[src/shared/mgmt_payload_codec_params.svh]
// Purpose: offsets, field positions, reset values for the payload codec
// Assumes: 8-bit apb byte address, one aligned 32-bit word per register
// Notes: definitions only
`ifndef MGMT_PAYLOAD_CODEC_PARAMS_SVH
`define MGMT_PAYLOAD_CODEC_PARAMS_SVH
// register byte addresses
`define MPC_REG_NODE 8'h00
`define MPC_REG_CLUSTER_IDENTIFIER_LO 8'h04
`define MPC_REG_CLUSTER_IDENTIFIER_HI 8'h08
`define MPC_REG_REGISTRATION_IDENTIFIER_LO 8'h0c
`define MPC_REG_REGISTRATION_IDENTIFIER_HI 8'h10
`define MPC_REG_NEIGHBOUR_DOMAIN_IDENT 8'h14
`define MPC_REG_VERDICT 8'h18
`define MPC_REG_IND_START 8'h1c
`define MPC_REG_TBL_LEN 8'h20
`define MPC_REG_TBL_OCTET 8'h24
`define MPC_REG_RX_NEIGHBOUR_DOMAIN_IDENT 8'h28
`define MPC_REG_RX_SHIFT 8'h2c
`define MPC_REG_STATUS 8'h30
// payload octet positions
`define MPC_OCT_TAIL 5'h11
`define MPC_OCT_NUM_DOM 10'h012
`define MPC_OCT_LIST 10'h013
// verdict codes
`define MPC_VERDICT_ALIGN 8'h00
`define MPC_VERDICT_REFUSE 8'h01
// reset values
`define MPC_RST_VERDICT 8'h00
`define MPC_RST_ID 48'h0000_0000_0000
`endif

[src/shared/mgmt_payload_codec_pkg.sv]
// Purpose: state types of the payload codec
// Assumes: nothing
// Notes: constants live in the params header
`default_nettype none
package mgmt_payload_codec_pkg;
  // outgoing framer states
  typedef enum logic [2:0] {F_IDLE, F_HDR, F_LEN_HI, F_LEN_LO, F_TBL} framer_e;
  // incoming parser states
  typedef enum logic [2:0] {P_HDR, P_LIST, P_SHIFT, P_DONE, P_SKIP} parser_e;
endpackage : mgmt_payload_codec_pkg
`default_nettype wire

[src/verilog/mgmt_payload_codec.sv]
// Purpose: builds confirmation and indication payloads, parses incoming ones
// Assumes: octet streams on the same clock, multi-octet fields msb first
// Notes: register access over apb, two-entry buffer ahead of tx
`include "mgmt_payload_codec_params.svh"
`default_nettype none
module mgmt_payload_codec
  import mgmt_payload_codec_pkg::*;
(
  input wire logic clk_sys,
  input wire logic reset_n,
  input wire logic psel,
  input wire logic penable,
  input wire logic pwrite,
  input wire logic [7:0] paddr,
  input wire logic [31:0] pwdata,
  output logic [31:0] prdata,
  output logic pready,
  output logic pslverr,
  input wire logic rx_valid,
  input wire logic [7:0] rx_data,
  input wire logic rx_last,
  input wire logic rx_is_confirm,
  output logic rx_ready,
  output logic tx_valid,
  output logic [7:0] tx_data,
  output logic tx_last,
  input wire logic tx_ready,
  output logic align_request_pulse,
  output logic cycle_shift_direction,
  output logic [30:0] cycle_start_shift
);

  // configuration held for the common header
  logic [7:0] node_number_q;
  logic [7:0] domain_designator_q;
  logic [47:0] cluster_identifier_q;
  logic [47:0] registration_identifier_q;
  logic [23:0] neighbour_domain_ident_q;
  logic [7:0] verdict_q; // answer placed in every confirmation

  // framer state
  framer_e fst_q;
  logic [4:0] idx_q; // header octet index
  logic is_cnf_q; // header belongs to a confirmation
  logic [7:0] count_q; // tables announced
  logic [7:0] tbl_left_q; // tables not yet finished
  logic [15:0] len_q; // length of current table
  logic [15:0] oct_left_q; // octets still owed by software
  logic cnf_pend_q; // confirmation waiting for the framer

  // parser state
  parser_e pst_q;
  logic [9:0] rx_cnt_q; // octet index in current message
  logic rx_kind_q; // 1 when message is a confirmation
  logic [7:0] dom_left_q; // list entries still to come
  logic [1:0] sub_q; // octet within entry or shift word
  logic [23:0] ent_q; // list entry being assembled
  logic [31:0] shw_q; // shift word being assembled
  logic [23:0] rx_neighbour_domain_ident_q; // last list entry of last request
  logic [31:0] rx_shift_q; // shift word of last request
  logic [5:0] stat_q; // status flags

  // apb answer and tx buffer registers
  logic pready_q, pslverr_q;
  logic [31:0] prdata_q;
  logic out_v_q, out_l_q, skid_v_q, skid_l_q;
  logic [7:0] out_d_q, skid_d_q;
  logic rx_ready_q, pulse_q;

  // apb decode
  wire acc = psel & penable & ~pready_q;
  wire wr = acc & pwrite;
  wire is_start = paddr == `MPC_REG_IND_START;
  wire is_len = paddr == `MPC_REG_TBL_LEN;
  wire is_oct = paddr == `MPC_REG_TBL_OCTET;
  wire in_tbl = fst_q == F_TBL;
  wire len_ok = in_tbl & (oct_left_q == 16'h0000) & (tbl_left_q != 8'h00);
  wire oct_ok = in_tbl & (oct_left_q != 16'h0000);
  wire start_ok = (fst_q == F_IDLE) & ~cnf_pend_q;
  wire buf_in_ready = ~skid_v_q;
  // a table octet waits for buffer room instead of failing
  wire hold = wr & is_oct & oct_ok & ~buf_in_ready;
  wire done = acc & ~hold;
  logic mapped;
  logic [31:0] rd_word;

  // read mux; unused upper bits read zero
  always_comb begin
    mapped = 1'b1;
    rd_word = 32'h0000_0000;
    unique case (paddr)
      `MPC_REG_NODE: rd_word = {16'h0000, domain_designator_q, node_number_q};
      `MPC_REG_CLUSTER_IDENTIFIER_LO: rd_word = cluster_identifier_q[31:0];
      `MPC_REG_CLUSTER_IDENTIFIER_HI: rd_word = {16'h0000, cluster_identifier_q[47:32]};
      `MPC_REG_REGISTRATION_IDENTIFIER_LO: rd_word = registration_identifier_q[31:0];
      `MPC_REG_REGISTRATION_IDENTIFIER_HI: rd_word = {16'h0000, registration_identifier_q[47:32]};
      `MPC_REG_NEIGHBOUR_DOMAIN_IDENT: rd_word = {8'h00, neighbour_domain_ident_q};
      `MPC_REG_VERDICT: rd_word = {24'h000000, verdict_q};
      `MPC_REG_IND_START: rd_word = {24'h000000, count_q};
      `MPC_REG_TBL_LEN: rd_word = {16'h0000, oct_left_q};
      `MPC_REG_TBL_OCTET: rd_word = {24'h000000, tbl_left_q};
      `MPC_REG_RX_NEIGHBOUR_DOMAIN_IDENT: rd_word = {8'h00, rx_neighbour_domain_ident_q};
      `MPC_REG_RX_SHIFT: rd_word = rx_shift_q;
      `MPC_REG_STATUS: rd_word = {26'h0000000, stat_q};
      default: mapped = 1'b0; // unmapped answers with an error
    endcase
  end

  // refusals: unmapped, or a framer command in the wrong phase
  wire bad = ~mapped | (pwrite & is_start & ~start_ok) | (pwrite & is_len & ~len_ok)
    | (pwrite & is_oct & ~oct_ok);
  wire wr_go = done & pwrite & ~bad;
  wire start_go = wr_go & is_start;
  wire len_go = wr_go & is_len;
  wire sw_push = wr_go & is_oct;

  // common header as one vector, octet 0 in the top byte
  wire [7:0] tail = is_cnf_q ? verdict_q : count_q;
  wire [143:0] hdr_vec = {node_number_q, domain_designator_q, cluster_identifier_q,
    registration_identifier_q, neighbour_domain_ident_q, tail};
  wire [4:0] sel = `MPC_OCT_TAIL - idx_q;
  wire [7:0] hdr_oct = hdr_vec[{sel, 3'b000} +: 8];

  // framer octet source
  wire fr_valid = (fst_q == F_HDR) | (fst_q == F_LEN_HI) | (fst_q == F_LEN_LO);
  wire at_tail = idx_q == `MPC_OCT_TAIL;
  wire last_tbl = tbl_left_q == 8'h01;
  wire [7:0] fr_data = (fst_q == F_HDR) ? hdr_oct :
    (fst_q == F_LEN_HI) ? len_q[15:8] : len_q[7:0];
  wire fr_last = ((fst_q == F_HDR) & at_tail & (is_cnf_q | (count_q == 8'h00)))
    | ((fst_q == F_LEN_LO) & (len_q == 16'h0000) & last_tbl);
  wire fr_push = fr_valid & buf_in_ready;
  wire in_valid = fr_push | sw_push; // never both: no emission in F_TBL
  wire [7:0] in_data = sw_push ? pwdata[7:0] : fr_data;
  wire in_last = sw_push ? ((oct_left_q == 16'h0001) & last_tbl) : fr_last;

  // parser side
  wire rx_take = rx_valid & rx_ready_q;
  // a request is whole once its fourth shift octet arrives; extra octets are allowed
  wire shift_end = (pst_q == P_SHIFT) & (sub_q == 2'b11);
  wire parse_ok = (pst_q == P_DONE) | shift_end;
  wire req_end = rx_take & rx_last & ~rx_kind_q & parse_ok;
  wire cnf_start = (fst_q == F_IDLE) & cnf_pend_q;
  wire cnf_pend_d = req_end | (cnf_pend_q & ~cnf_start); // set wins over take

  // apb answer registered; access phase takes at least two cycles
  always_ff @(posedge clk_sys or negedge reset_n) begin
    if (!reset_n) begin
      pready_q <= 1'b0;
      pslverr_q <= 1'b0;
      prdata_q <= 32'h0000_0000;
    end else begin
      pready_q <= done;
      pslverr_q <= done & bad;
      prdata_q <= (done & ~pwrite & mapped) ? rd_word : 32'h0000_0000;
    end
  end

  // configuration writes
  always_ff @(posedge clk_sys or negedge reset_n) begin
    if (!reset_n) begin
      node_number_q <= 8'h00;
      domain_designator_q <= 8'h00;
      cluster_identifier_q <= `MPC_RST_ID;
      registration_identifier_q <= `MPC_RST_ID;
      neighbour_domain_ident_q <= 24'h000000;
      verdict_q <= `MPC_RST_VERDICT;
    end else if (wr_go) begin
      unique case (paddr)
        `MPC_REG_NODE: {domain_designator_q, node_number_q} <= pwdata[15:0];
        `MPC_REG_CLUSTER_IDENTIFIER_LO: cluster_identifier_q[31:0] <= pwdata;
        `MPC_REG_CLUSTER_IDENTIFIER_HI: cluster_identifier_q[47:32] <= pwdata[15:0];
        `MPC_REG_REGISTRATION_IDENTIFIER_LO: registration_identifier_q[31:0] <= pwdata;
        `MPC_REG_REGISTRATION_IDENTIFIER_HI: registration_identifier_q[47:32] <= pwdata[15:0];
        `MPC_REG_NEIGHBOUR_DOMAIN_IDENT: neighbour_domain_ident_q <= pwdata[23:0];
        `MPC_REG_VERDICT: verdict_q <= pwdata[7:0];
        default: ; // read-only or command words
      endcase
    end
  end

  // framer: confirmation has priority over a new indication
  always_ff @(posedge clk_sys or negedge reset_n) begin
    if (!reset_n) begin
      fst_q <= F_IDLE;
      idx_q <= 5'h00;
      is_cnf_q <= 1'b0;
      count_q <= 8'h00;
      tbl_left_q <= 8'h00;
      len_q <= 16'h0000;
      oct_left_q <= 16'h0000;
      cnf_pend_q <= 1'b0;
    end else begin
      cnf_pend_q <= cnf_pend_d;
      unique case (fst_q)
        F_IDLE: begin
          idx_q <= 5'h00;
          if (cnf_start) begin
            is_cnf_q <= 1'b1;
            fst_q <= F_HDR;
          end else if (start_go) begin
            is_cnf_q <= 1'b0;
            count_q <= pwdata[7:0];
            fst_q <= F_HDR;
          end
        end
        F_HDR: if (fr_push) begin
          idx_q <= idx_q + 5'h01;
          if (at_tail) begin
            tbl_left_q <= is_cnf_q ? 8'h00 : count_q;
            fst_q <= fr_last ? F_IDLE : F_TBL;
          end
        end
        F_TBL: if (len_go) begin
          len_q <= pwdata[15:0];
          fst_q <= F_LEN_HI;
        end else if (sw_push) begin
          oct_left_q <= oct_left_q - 16'h0001;
          if (oct_left_q == 16'h0001) begin
            tbl_left_q <= tbl_left_q - 8'h01;
            if (last_tbl) fst_q <= F_IDLE;
          end
        end
        F_LEN_HI: if (fr_push) fst_q <= F_LEN_LO;
        F_LEN_LO: if (fr_push) begin
          oct_left_q <= len_q;
          if (len_q == 16'h0000) begin
            // an empty table ends at its length field
            tbl_left_q <= tbl_left_q - 8'h01;
            fst_q <= last_tbl ? F_IDLE : F_TBL;
          end else begin
            fst_q <= F_TBL;
          end
        end
        default: fst_q <= F_IDLE; // three-bit code has spare values
      endcase
    end
  end

  // two-entry buffer: output stage plus skid stage, no word lost on stall
  always_ff @(posedge clk_sys or negedge reset_n) begin
    if (!reset_n) begin
      out_v_q <= 1'b0;
      out_d_q <= 8'h00;
      out_l_q <= 1'b0;
      skid_v_q <= 1'b0;
      skid_d_q <= 8'h00;
      skid_l_q <= 1'b0;
    end else begin
      if (~out_v_q | tx_ready) begin
        // output stage frees up: refill from skid, else from input
        out_v_q <= skid_v_q | in_valid;
        out_d_q <= skid_v_q ? skid_d_q : in_data;
        out_l_q <= skid_v_q ? skid_l_q : in_last;
        skid_v_q <= skid_v_q & in_valid;
        if (skid_v_q & in_valid) begin
          skid_d_q <= in_data;
          skid_l_q <= in_last;
        end
      end else if (in_valid) begin
        skid_v_q <= 1'b1;
        skid_d_q <= in_data;
        skid_l_q <= in_last;
      end
    end
  end

  // parser: octet counting and field capture
  always_ff @(posedge clk_sys or negedge reset_n) begin
    if (!reset_n) begin
      pst_q <= P_HDR;
      rx_cnt_q <= 10'h000;
      rx_kind_q <= 1'b0;
      dom_left_q <= 8'h00;
      sub_q <= 2'b00;
      ent_q <= 24'h000000;
      shw_q <= 32'h0000_0000;
    end else if (rx_take) begin
      rx_cnt_q <= rx_last ? 10'h000 : rx_cnt_q + 10'h001;
      if (rx_cnt_q == 10'h000) rx_kind_q <= rx_is_confirm;
      unique case (pst_q)
        P_HDR: if (~rx_kind_q & (rx_cnt_q == `MPC_OCT_NUM_DOM)) begin
          dom_left_q <= rx_data;
          sub_q <= 2'b00;
          pst_q <= (rx_data == 8'h00) ? P_SHIFT : P_LIST;
        end else if (rx_kind_q & (rx_cnt_q == {5'h00, `MPC_OCT_TAIL})) begin
          pst_q <= P_SKIP; // verdict taken in status process
        end
        P_LIST: begin
          ent_q <= {ent_q[15:0], rx_data};
          sub_q <= (sub_q == 2'b10) ? 2'b00 : sub_q + 2'b01;
          if (sub_q == 2'b10) begin
            dom_left_q <= dom_left_q - 8'h01;
            if (dom_left_q == 8'h01) pst_q <= P_SHIFT;
          end
        end
        P_SHIFT: begin
          shw_q <= {shw_q[23:0], rx_data};
          sub_q <= sub_q + 2'b01;
          if (sub_q == 2'b11) pst_q <= P_DONE;
        end
        default: ; // extra octets are ignored
      endcase
      // the last octet of a message returns the parse to P_HDR
      if (rx_last) pst_q <= P_HDR;
      // a confirmation of a single octet also returns the parse to P_HDR
      if (rx_cnt_q == 10'h000 & rx_is_confirm & rx_last) pst_q <= P_HDR;
    end
  end

  // status: [0] request seen, [1] align, [2] refuse, [3] unrecognised,
  // [4] framer busy, [5] request cut short
  wire cnf_verdict = rx_take & rx_kind_q & (pst_q == P_HDR)
    & (rx_cnt_q == {5'h00, `MPC_OCT_TAIL});
  wire short_req = rx_take & rx_last & ~rx_kind_q & ~parse_ok;
  always_ff @(posedge clk_sys or negedge reset_n) begin
    if (!reset_n) begin
      stat_q <= 6'h00;
      rx_neighbour_domain_ident_q <= 24'h000000;
      rx_shift_q <= 32'h0000_0000;
      pulse_q <= 1'b0;
      rx_ready_q <= 1'b0;
    end else begin
      pulse_q <= req_end;
      // a second request stalls until its answer can be queued
      rx_ready_q <= ~cnf_pend_d;
      stat_q[4] <= fst_q != F_IDLE;
      if (req_end) begin
        stat_q[0] <= 1'b1;
        stat_q[5] <= 1'b0;
        rx_neighbour_domain_ident_q <= ent_q; // last complete entry stays in ent_q
        // the final shift octet is still on rx_data at this edge
        rx_shift_q <= shift_end ? {shw_q[23:0], rx_data} : shw_q;
      end
      if (short_req) stat_q[5] <= 1'b1;
      if (cnf_verdict) begin
        // reserved codes are neither acceptance nor refusal
        stat_q[1] <= rx_data == `MPC_VERDICT_ALIGN;
        stat_q[2] <= rx_data == `MPC_VERDICT_REFUSE;
        stat_q[3] <= (rx_data != `MPC_VERDICT_ALIGN) & (rx_data != `MPC_VERDICT_REFUSE);
      end
    end
  end

  // ports straight from flops; request octet 17 reserved bits never read
  assign prdata = prdata_q;
  assign pready = pready_q;
  assign pslverr = pslverr_q;
  assign rx_ready = rx_ready_q;
  assign tx_valid = out_v_q;
  assign tx_data = out_d_q;
  assign tx_last = out_l_q;
  assign align_request_pulse = pulse_q;
  assign cycle_shift_direction = rx_shift_q[0];
  assign cycle_start_shift = rx_shift_q[31:1];

endmodule : mgmt_payload_codec
`default_nettype wire
[config.mk]
export PLATFORM = sky130hd
export DESIGN_NAME = mgmt_payload_codec
export DESIGN_NICKNAME = d
export VERILOG_FILES = /design/src/shared/mgmt_payload_codec_pkg.sv /design/src/verilog/mgmt_payload_codec.sv
export VERILOG_INCLUDE_DIRS = /design/src /design/src/shared
export SDC_FILE = /design/constraint.sdc
export NUM_CORES = 1
export LEC_CHECK = 0
export BUFFER_PORTS_ARGS = -buffer_cell sky130_fd_sc_hd__buf_2
export CAP_MARGIN = 20
export CELL_PAD_IN_SITES_DETAIL_PLACEMENT = 1
export CELL_PAD_IN_SITES_GLOBAL_PLACEMENT = 2
export CORE_ASPECT_RATIO = 0.75
export CORE_MARGIN = 3
export CORE_UTILIZATION = 35
export DETAILED_ROUTE_END_ITERATION = 10
export PLACE_DENSITY = 0.76
export SETUP_SLACK_MARGIN = 0.2
export SLEW_MARGIN = 20
export SYNTH_ARGS = -nofsm -noshare
export SYNTH_HDL_FRONTEND = slang
export SYNTH_SLANG_ARGS = --single-unit
[constraint.sdc]
create_clock -name clk_sys -period 7.8 [get_ports clk_sys]
set_clock_uncertainty 0.15 [all_clocks]
set_input_delay 0.78 -clock clk_sys [delete_from_list [all_inputs] [get_ports clk_sys]]
set_output_delay 0.78 -clock clk_sys [all_outputs]
set_load 0.05 [all_outputs]
# Word level (Yosys, flattened, before mapping)
# Cells that the tools add are included.
# W data, S select, Z words.
[op_classes]
n_addsub = 7
n_eq_ne = 48
shift = 1
mux = 68
bitwise = 75
reduce_logical = 43
[ops]
columns = ["cell", "count"]
rows = [
  ["$pmux W32 S13", 1],
  ["$mux W8", 18],
  ["$shiftx A144 B9 Y8", 1],
  ["$mux W32", 2],
  ["$mux W3", 20],
  ["$and A1 B1 Y1", 48],
  ["$mux W16", 3],
  ["$eq A8 B6 Y1 const B", 5],
  ["$eq A8 B5 Y1 const B", 4],
  ["$logic_not A16 Y1", 2],
  ["$pmux W16 S2", 1],
  ["$reduce_and A2 Y1", 14],
  ["$eq A8 B1 Y1 const B", 3],
  ["$logic_not A8 Y1", 3],
  ["$pmux W8 S3", 1],
  ["$eq A10 B5 Y1 const B", 2],
  ["$eq A16 B1 Y1 const B", 1],
  ["$eq A8 B4 Y1 const B", 2],
  ["$pmux W8 S2", 1],
  ["$reduce_and A8 Y1", 2],
  ["$reduce_bool A16 Y1", 1],
  ["$reduce_bool A8 Y1", 2],
  ["$sub A16 B1 Y16 const B", 1],
  ["$sub A8 B1 Y8 const B", 2],
  ["37 further kinds", 102],
]
[word_totals]
ff_bits = 400
input_bits = 57
out_inout_bits = 78
wordCells = 282

# Longest topological paths before layout
[depth]
depth_word = 15
depth_mapped = 12
depth_no_buf = 9

# Worst setup path before layout
# OpenSTA, ideal clock, no wires.
[synth_path]
kind = "input to register"
start = "in paddr[5]"
end = "reg cluster_identifier_q[5]"
setup_time_ps = 128
arrival_time_ps = 3111
required_ps = 7522
slack_ps = 4411
path_stages = 10
n_path_buf = 3
path_cell_list = "or4b_2 -> buf_4 -> o32ai_1 -> a211oi_1 -> o221ai_2 -> or2_1 -> buf_6 -> nor3_4 -> buf_4 -> mux2_1"
[synth_between]
elab_chain_cells = 10
word_cells_on_any_way = 34
classes_between = "eq/ne: 12; mux: 1; bitwise: 18; reduce/logical: 3"
[synth_rtl]
columns = ["item", "line_no", "text"]
rows = [
  ["start: declaration", "mgmt_payload_codec.sv:14", "input wire logic [7:0] paddr,"],
  ["$eq A8 B5 Y1, or another cell as far along", "mgmt_payload_codec.sv:91", "unique case (paddr)"],
  ["$reduce_or A13 Y1 (no line)", "--", ""],
  ["$mux W1", "mgmt_payload_codec.sv:91", ""],
  ["$not A1 Y1", "mgmt_payload_codec.sv:110", "wire bad = ~mapped | (pwrite & is_start & ~start_ok) | (pwrite & is_len & ~len_ok)"],
  ["$or A1 B1 Y1 (2 in a row)", "mgmt_payload_codec.sv:110", ""],
  ["$or A1 B1 Y1", "mgmt_payload_codec.sv:111", "| (pwrite & is_oct & ~oct_ok);"],
  ["$not A1 Y1", "mgmt_payload_codec.sv:112", "wire wr_go = done & pwrite & ~bad;"],
  ["$and A1 B1 Y1", "mgmt_payload_codec.sv:112", ""],
  ["$reduce_and A2 Y1 (no line) (*)", "--", ""],
  ["end signal: assignment", "mgmt_payload_codec.sv:164", "cluster_identifier_q <= `MPC_RST_ID;"],
  ["end signal: assignment", "mgmt_payload_codec.sv:171", "`MPC_REG_CLUSTER_IDENTIFIER_LO: cluster_identifier_q[31:0] <= pwdata;"],
  ["end: declaration", "mgmt_payload_codec.sv:36", "logic [47:0] cluster_identifier_q;"],
]
# Every way passes the cells marked *; elsewhere a longest branch is shown, timed or not.
# A chain may end at the register's enable or synchronous reset.

# Worst setup path in the final report
[layout_path]
start = "reg idx_q[1]"
end = "reg skid_d_q[2]"
[layout_between]
elab_chain_cells = 6
word_cells_on_any_way = 7
classes_between = "add/sub: 1; shift: 1; mux: 5"
[layout_rtl]
columns = ["item", "line_no", "text"]
rows = [
  ["start: declaration", "mgmt_payload_codec.sv:43", "logic [4:0] idx_q;"],
  ["start signal: assignment", "mgmt_payload_codec.sv:208", "idx_q <= idx_q + 5'h01;"],
  ["$sub A5 B5 Y5 (no line) (*)", "--", ""],
  ["$shiftx A144 B9 Y8 (*)", "mgmt_payload_codec.sv:122", "wire [7:0] hdr_oct = hdr_vec[{sel, 3'b000} +: 8];"],
  ["$mux W8 (*)", "mgmt_payload_codec.sv:128", "wire [7:0] fr_data = (fst_q == F_HDR) ? hdr_oct :"],
  ["$mux W8 (*)", "mgmt_payload_codec.sv:134", "wire [7:0] in_data = sw_push ? pwdata[7:0] : fr_data;"],
  ["$mux W8, on equally long branches", "mgmt_payload_codec.sv:260, mgmt_payload_codec.sv:256", ""],
  ["$mux W8 (*)", "mgmt_payload_codec.sv:250", "if (~out_v_q | tx_ready) begin"],
  ["end signal: assignment", "mgmt_payload_codec.sv:257", "skid_d_q <= in_data;"],
  ["end signal: assignment", "mgmt_payload_codec.sv:262", "skid_d_q <= in_data;"],
  ["end: declaration", "mgmt_payload_codec.sv:67", "logic [7:0] out_d_q, skid_d_q;"],
]
# Every way passes the cells marked *; elsewhere a longest branch is shown, timed or not. The select of a mux whose other input is x is not followed.

==> results.py <==
metrics = {
    "layout": {
        "stdcell_area_um2": 22600,
        "drive_gt1_share_pct": 28.8,
        "area_delta_synth_final_pct": 14.8,
        "final_common_cell": "dfrtp_1",
        "nNetsFinal": 1840,
        "multi_input_area_um2": 9060,
        "nFillCells": 5833,
        "final_cell_mix": "dfrtp_1, mux2_2, nor2_1",
        "antenna_cells": 0,
        "seq_area_um2": 10000,
    },
    "grt": {
        "grt_overflow": 0,
        "grt_pass1_vias": 15635,
        "grt_usage_pct": 23.5,
        "grt_first_pass_wirelength_mm": 105,
        "antenna_found_initial": 8,
        "grt_max_degree": 159,
    },
    "setup_path": {
        "worst-r2r-setup-slack_ns": 3.51,
        "path_max_fanout": 39,
        "worst_ep_arrival_time_ns": 4.62,
        "r2r-end": "skid_d_q[2]",
        "cp.required_ns": 8.13,
        "cp-end-kind": "register",
        "crit_type": "register to register",
        "worstSetupStartpointType": "register",
        "r2r-start": "idx_q[1]",
        "worstRegToRegCells": 8,
    },
    "synthesis": {
        "synth_top_family_by_area": "multiplexers",
        "async_reset_ff_share_pct": 100,
        "synth_nets": 1746,
        "synthDistinctLibCells": 76,
        "synth_warnings": 0,
        "syn_inst": 1672,
        "synth-seq-cells": 400,
        "synthSimpleGateAreaFrac_pct": 9.52,
        "synth_compound_area_share_pct": 13.6,
        "synth_mux_area_share_pct": 20.9,
        "synthAdderAreaFrac_pct": 1.08,
        "ys_seq_area_share_pct": 50.8,
        "synthesis.area_um2": 19700,
        "synth-xor-area-share_pct": 0.667,
        "synth.avg_cell_area_um2": 11.8,
        "synthFlopType": "dfrtp_1",
        "synth_edf_count": 0,
    },
    "clocking": {
        "htree_levels": 2,
        "clk_pin_slew_ns": 0.06,
        "root_buffer": "clkbuf_16",
        "clkLatencyLatePin_ns": 0.59,
        "postCtsSetupRepairBufs": 0,
        "cts_buffer_depth": 3,
        "cts.sinks": 400,
        "cts_tree": "yes",
        "cts_inserted_buffers": 45,
        "cts-resized-gates": 0,
    },
    "die": {
        "fp.dieW_um": 280,
        "fp-row-count": 74,
        "ios": 135,
        "start_util_pct": 35.8,
        "core_area_um2": 55100,
        "die_area_um2": 59200,
        "die_h_um": 211,
    },
    "timing": {
        "drv_slew": 0,
        "setup_viol": 0,
        "grt_setup_unrepaired": "no",
        "fmax_ghz": 0.233,
        "fin_crit_ns": 4.29,
        "slew_headroom_pct": 26.0,
        "hold_viol_final": 0,
        "tns_ns": 0,
        "tightest_slew_ns": 1.11,
        "timing.final.crit_share_pct": 55.0,
    },
    "route": {
        "post-route-drc-count": 0,
        "via_per_inst": 6.01,
        "first_iter_violations": 1518,
        "drt_pre_antenna_iters": 9,
        "routed_wirelength_mm": 69.5,
        "drtAntennaViolNets": 0,
        "wl_per_cell_um": 27.5,
        "vias": 15186,
    },
    "placed_design": {
        "place_area_um2": 21000,
        "io_buffers": 134,
        "place_hpwl_mm": 49.4,
        "place.gp.congestion": 0.921,
    },
    "min_path": {
        "holdPathEnd": "registration_identifier_q[26]",
        "hold_path_startpoint": "pwdata[26]",
        "hold_path.class": "input pin to register",
        "whs_path_depth": 2,
    },
    "pwr": {
        "power_frac_comb_pct": 16.4,
        "clkPwrFrac_pct": 41.8,
        "power_leakage_uw": 0.0104,
        "power_density_nw_per_um2": 238,
        "swShare_pct": 30.3,
        "p_seq_share_pct": 41.8,
        "p_int_uw": 3760,
        "ir_drop_mv": 0.194,
        "net-switching-power_uw": 1630,
    },
    "status": {
        "status": "complete, no violations",
    },
    "flow_run": {
        "maxCapViolCount": 0,
    },
}
[power groups by stage]
| stage | clock network [uW] | logic, uW | registers, uW |
|---|---|---|---|
| floorplan | 0 | 518 | 2300 |
| global placement | 0 | 864 | 2280 |
| detailed placement | 0 | 883 | 2290 |
| CTS | 2300 | 886 | 2250 |
| global route | 2390 | 967 | 2260 |
| finish | 2250 | 887 | 2250 |
[Yosys cell counts (24+ instances only)]
cell type	number	area (um2)
dfrtp_1	400	10000
a22o_1	31	272
nand2_1	70	263
clkbuf_1	83	312
inv_1	31	116
mux2i_1	44	440
o21ai_0	43	215
a21oi_1	91	455
mux2_2	205	2310
nor2_1	143	537
mux4_2	30	676
a222oi_1	30	300
a221oi_1	28	245
mux2_1	62	698
a22oi_1	24	180
nand3_1	29	145
a31oi_1	40	250
nor3_1	26	130
[metrics by stage]
stage / std cells / utilization [%] / hold slack, ns / total power [uW] / setup WS, ns
after detailed placement: 2439 / 38.1 / 0.318 / 3170 / 3.10
after CTS: 2523 / 41.0 / 0.156 / 5440 / 3.48
after global routing: 2525 / 41.1 / 0.284 / 5620 / 3.28
after floorplan: 1672 / - / 0.291 / 2820 / 4.41
final: 2525 / 41.1 / 0.295 / 5390 / 3.51
after global placement: 2439 / 38.1 / 0.306 / 3150 / 3.28
[metal layers]
layer | GRT usage (%) | routed length [um]
met2 | 35.9 | 31400
met4 | 7.49 | 1890
met3 | 7.17 | 6660
met5 | 0 | 53
met1 | 32.2 | 29400
[cell families after synthesis]
| family | Yosys count |
|---|---|
| flip-flops | 400 |
| multiplexers | 341 |
| AO/OA/AOI/OAI | 377 |
| XOR/XNOR | 15 |
| AND/OR/NAND/NOR | 373 |
| buffers and inverters | 149 |
| adder cells (fa/ha/maj) | 17 |
[repair_timing]
| action | CTS | global route |
|---|---|---|
| hold buffers | 0 | 1 |
| endpoints found under the hold margin | 0 | 22 |
| endpoints found under the setup margin | 0 | 0 |
[worst max-delay path: stages, from the launching register on]
cell and delay (ns):
dfrtp_2 1.08, inv_1 0.29, ha_1 1.04, nor2_1 0.39, a32oi_1 0.28, o21ai_0 0.16, a21oi_1 0.41, nor2_1 0.08
a221o_1 0.28
[final cells by class]
| cell class | instances | share of cell area [%] |
|---|---|---|
| clock inverter | 22 | 1.16 |
| clock buffer | 62 | 5.75 |
| multi-input combinational | 1123 | 40.1 |
| inverter | 32 | 0.531 |
| timing repair buffer | 164 | 4.22 |
| sequential | 400 | 44.3 |
| tap | 722 | 3.99 |
[worst max-delay path by stage]
stage / to / depth (start not counted) / start
after floorplan: cluster_identifier_q[5] / 10 / paddr[5]
after global placement: cluster_identifier_q[31] / 10 / paddr[1]
after detailed placement: cluster_identifier_q[10] / 10 / paddr[1]
after CTS: skid_d_q[2] / 8 / idx_q[1]
after global routing: skid_d_q[2] / 8 / idx_q[1]
final: skid_d_q[2] / 8 / idx_q[1]
[flip-flops by register name (all words and copies together), names as in the netlist, 2 cells and up]
signal and cells:
cluster_identifier_q 48, count_q 8, dom_left_q 8, domain_designator_q 8, ent_q 24, fst_q 3, idx_q 5, len_q 16
neighbour_domain_ident_q 24, node_number_q 8, oct_left_q 16, prdata 32, pst_q 3, registration_identifier_q 48, rx_cnt_q 10, rx_neighbour_domain_ident_q 24
rx_shift_q 32, shw_q 32, skid_d_q 8, stat_q 6, sub_q 2, tbl_left_q 8, tx_data 8, verdict_q 8
(Power assumes the default switching activity.)
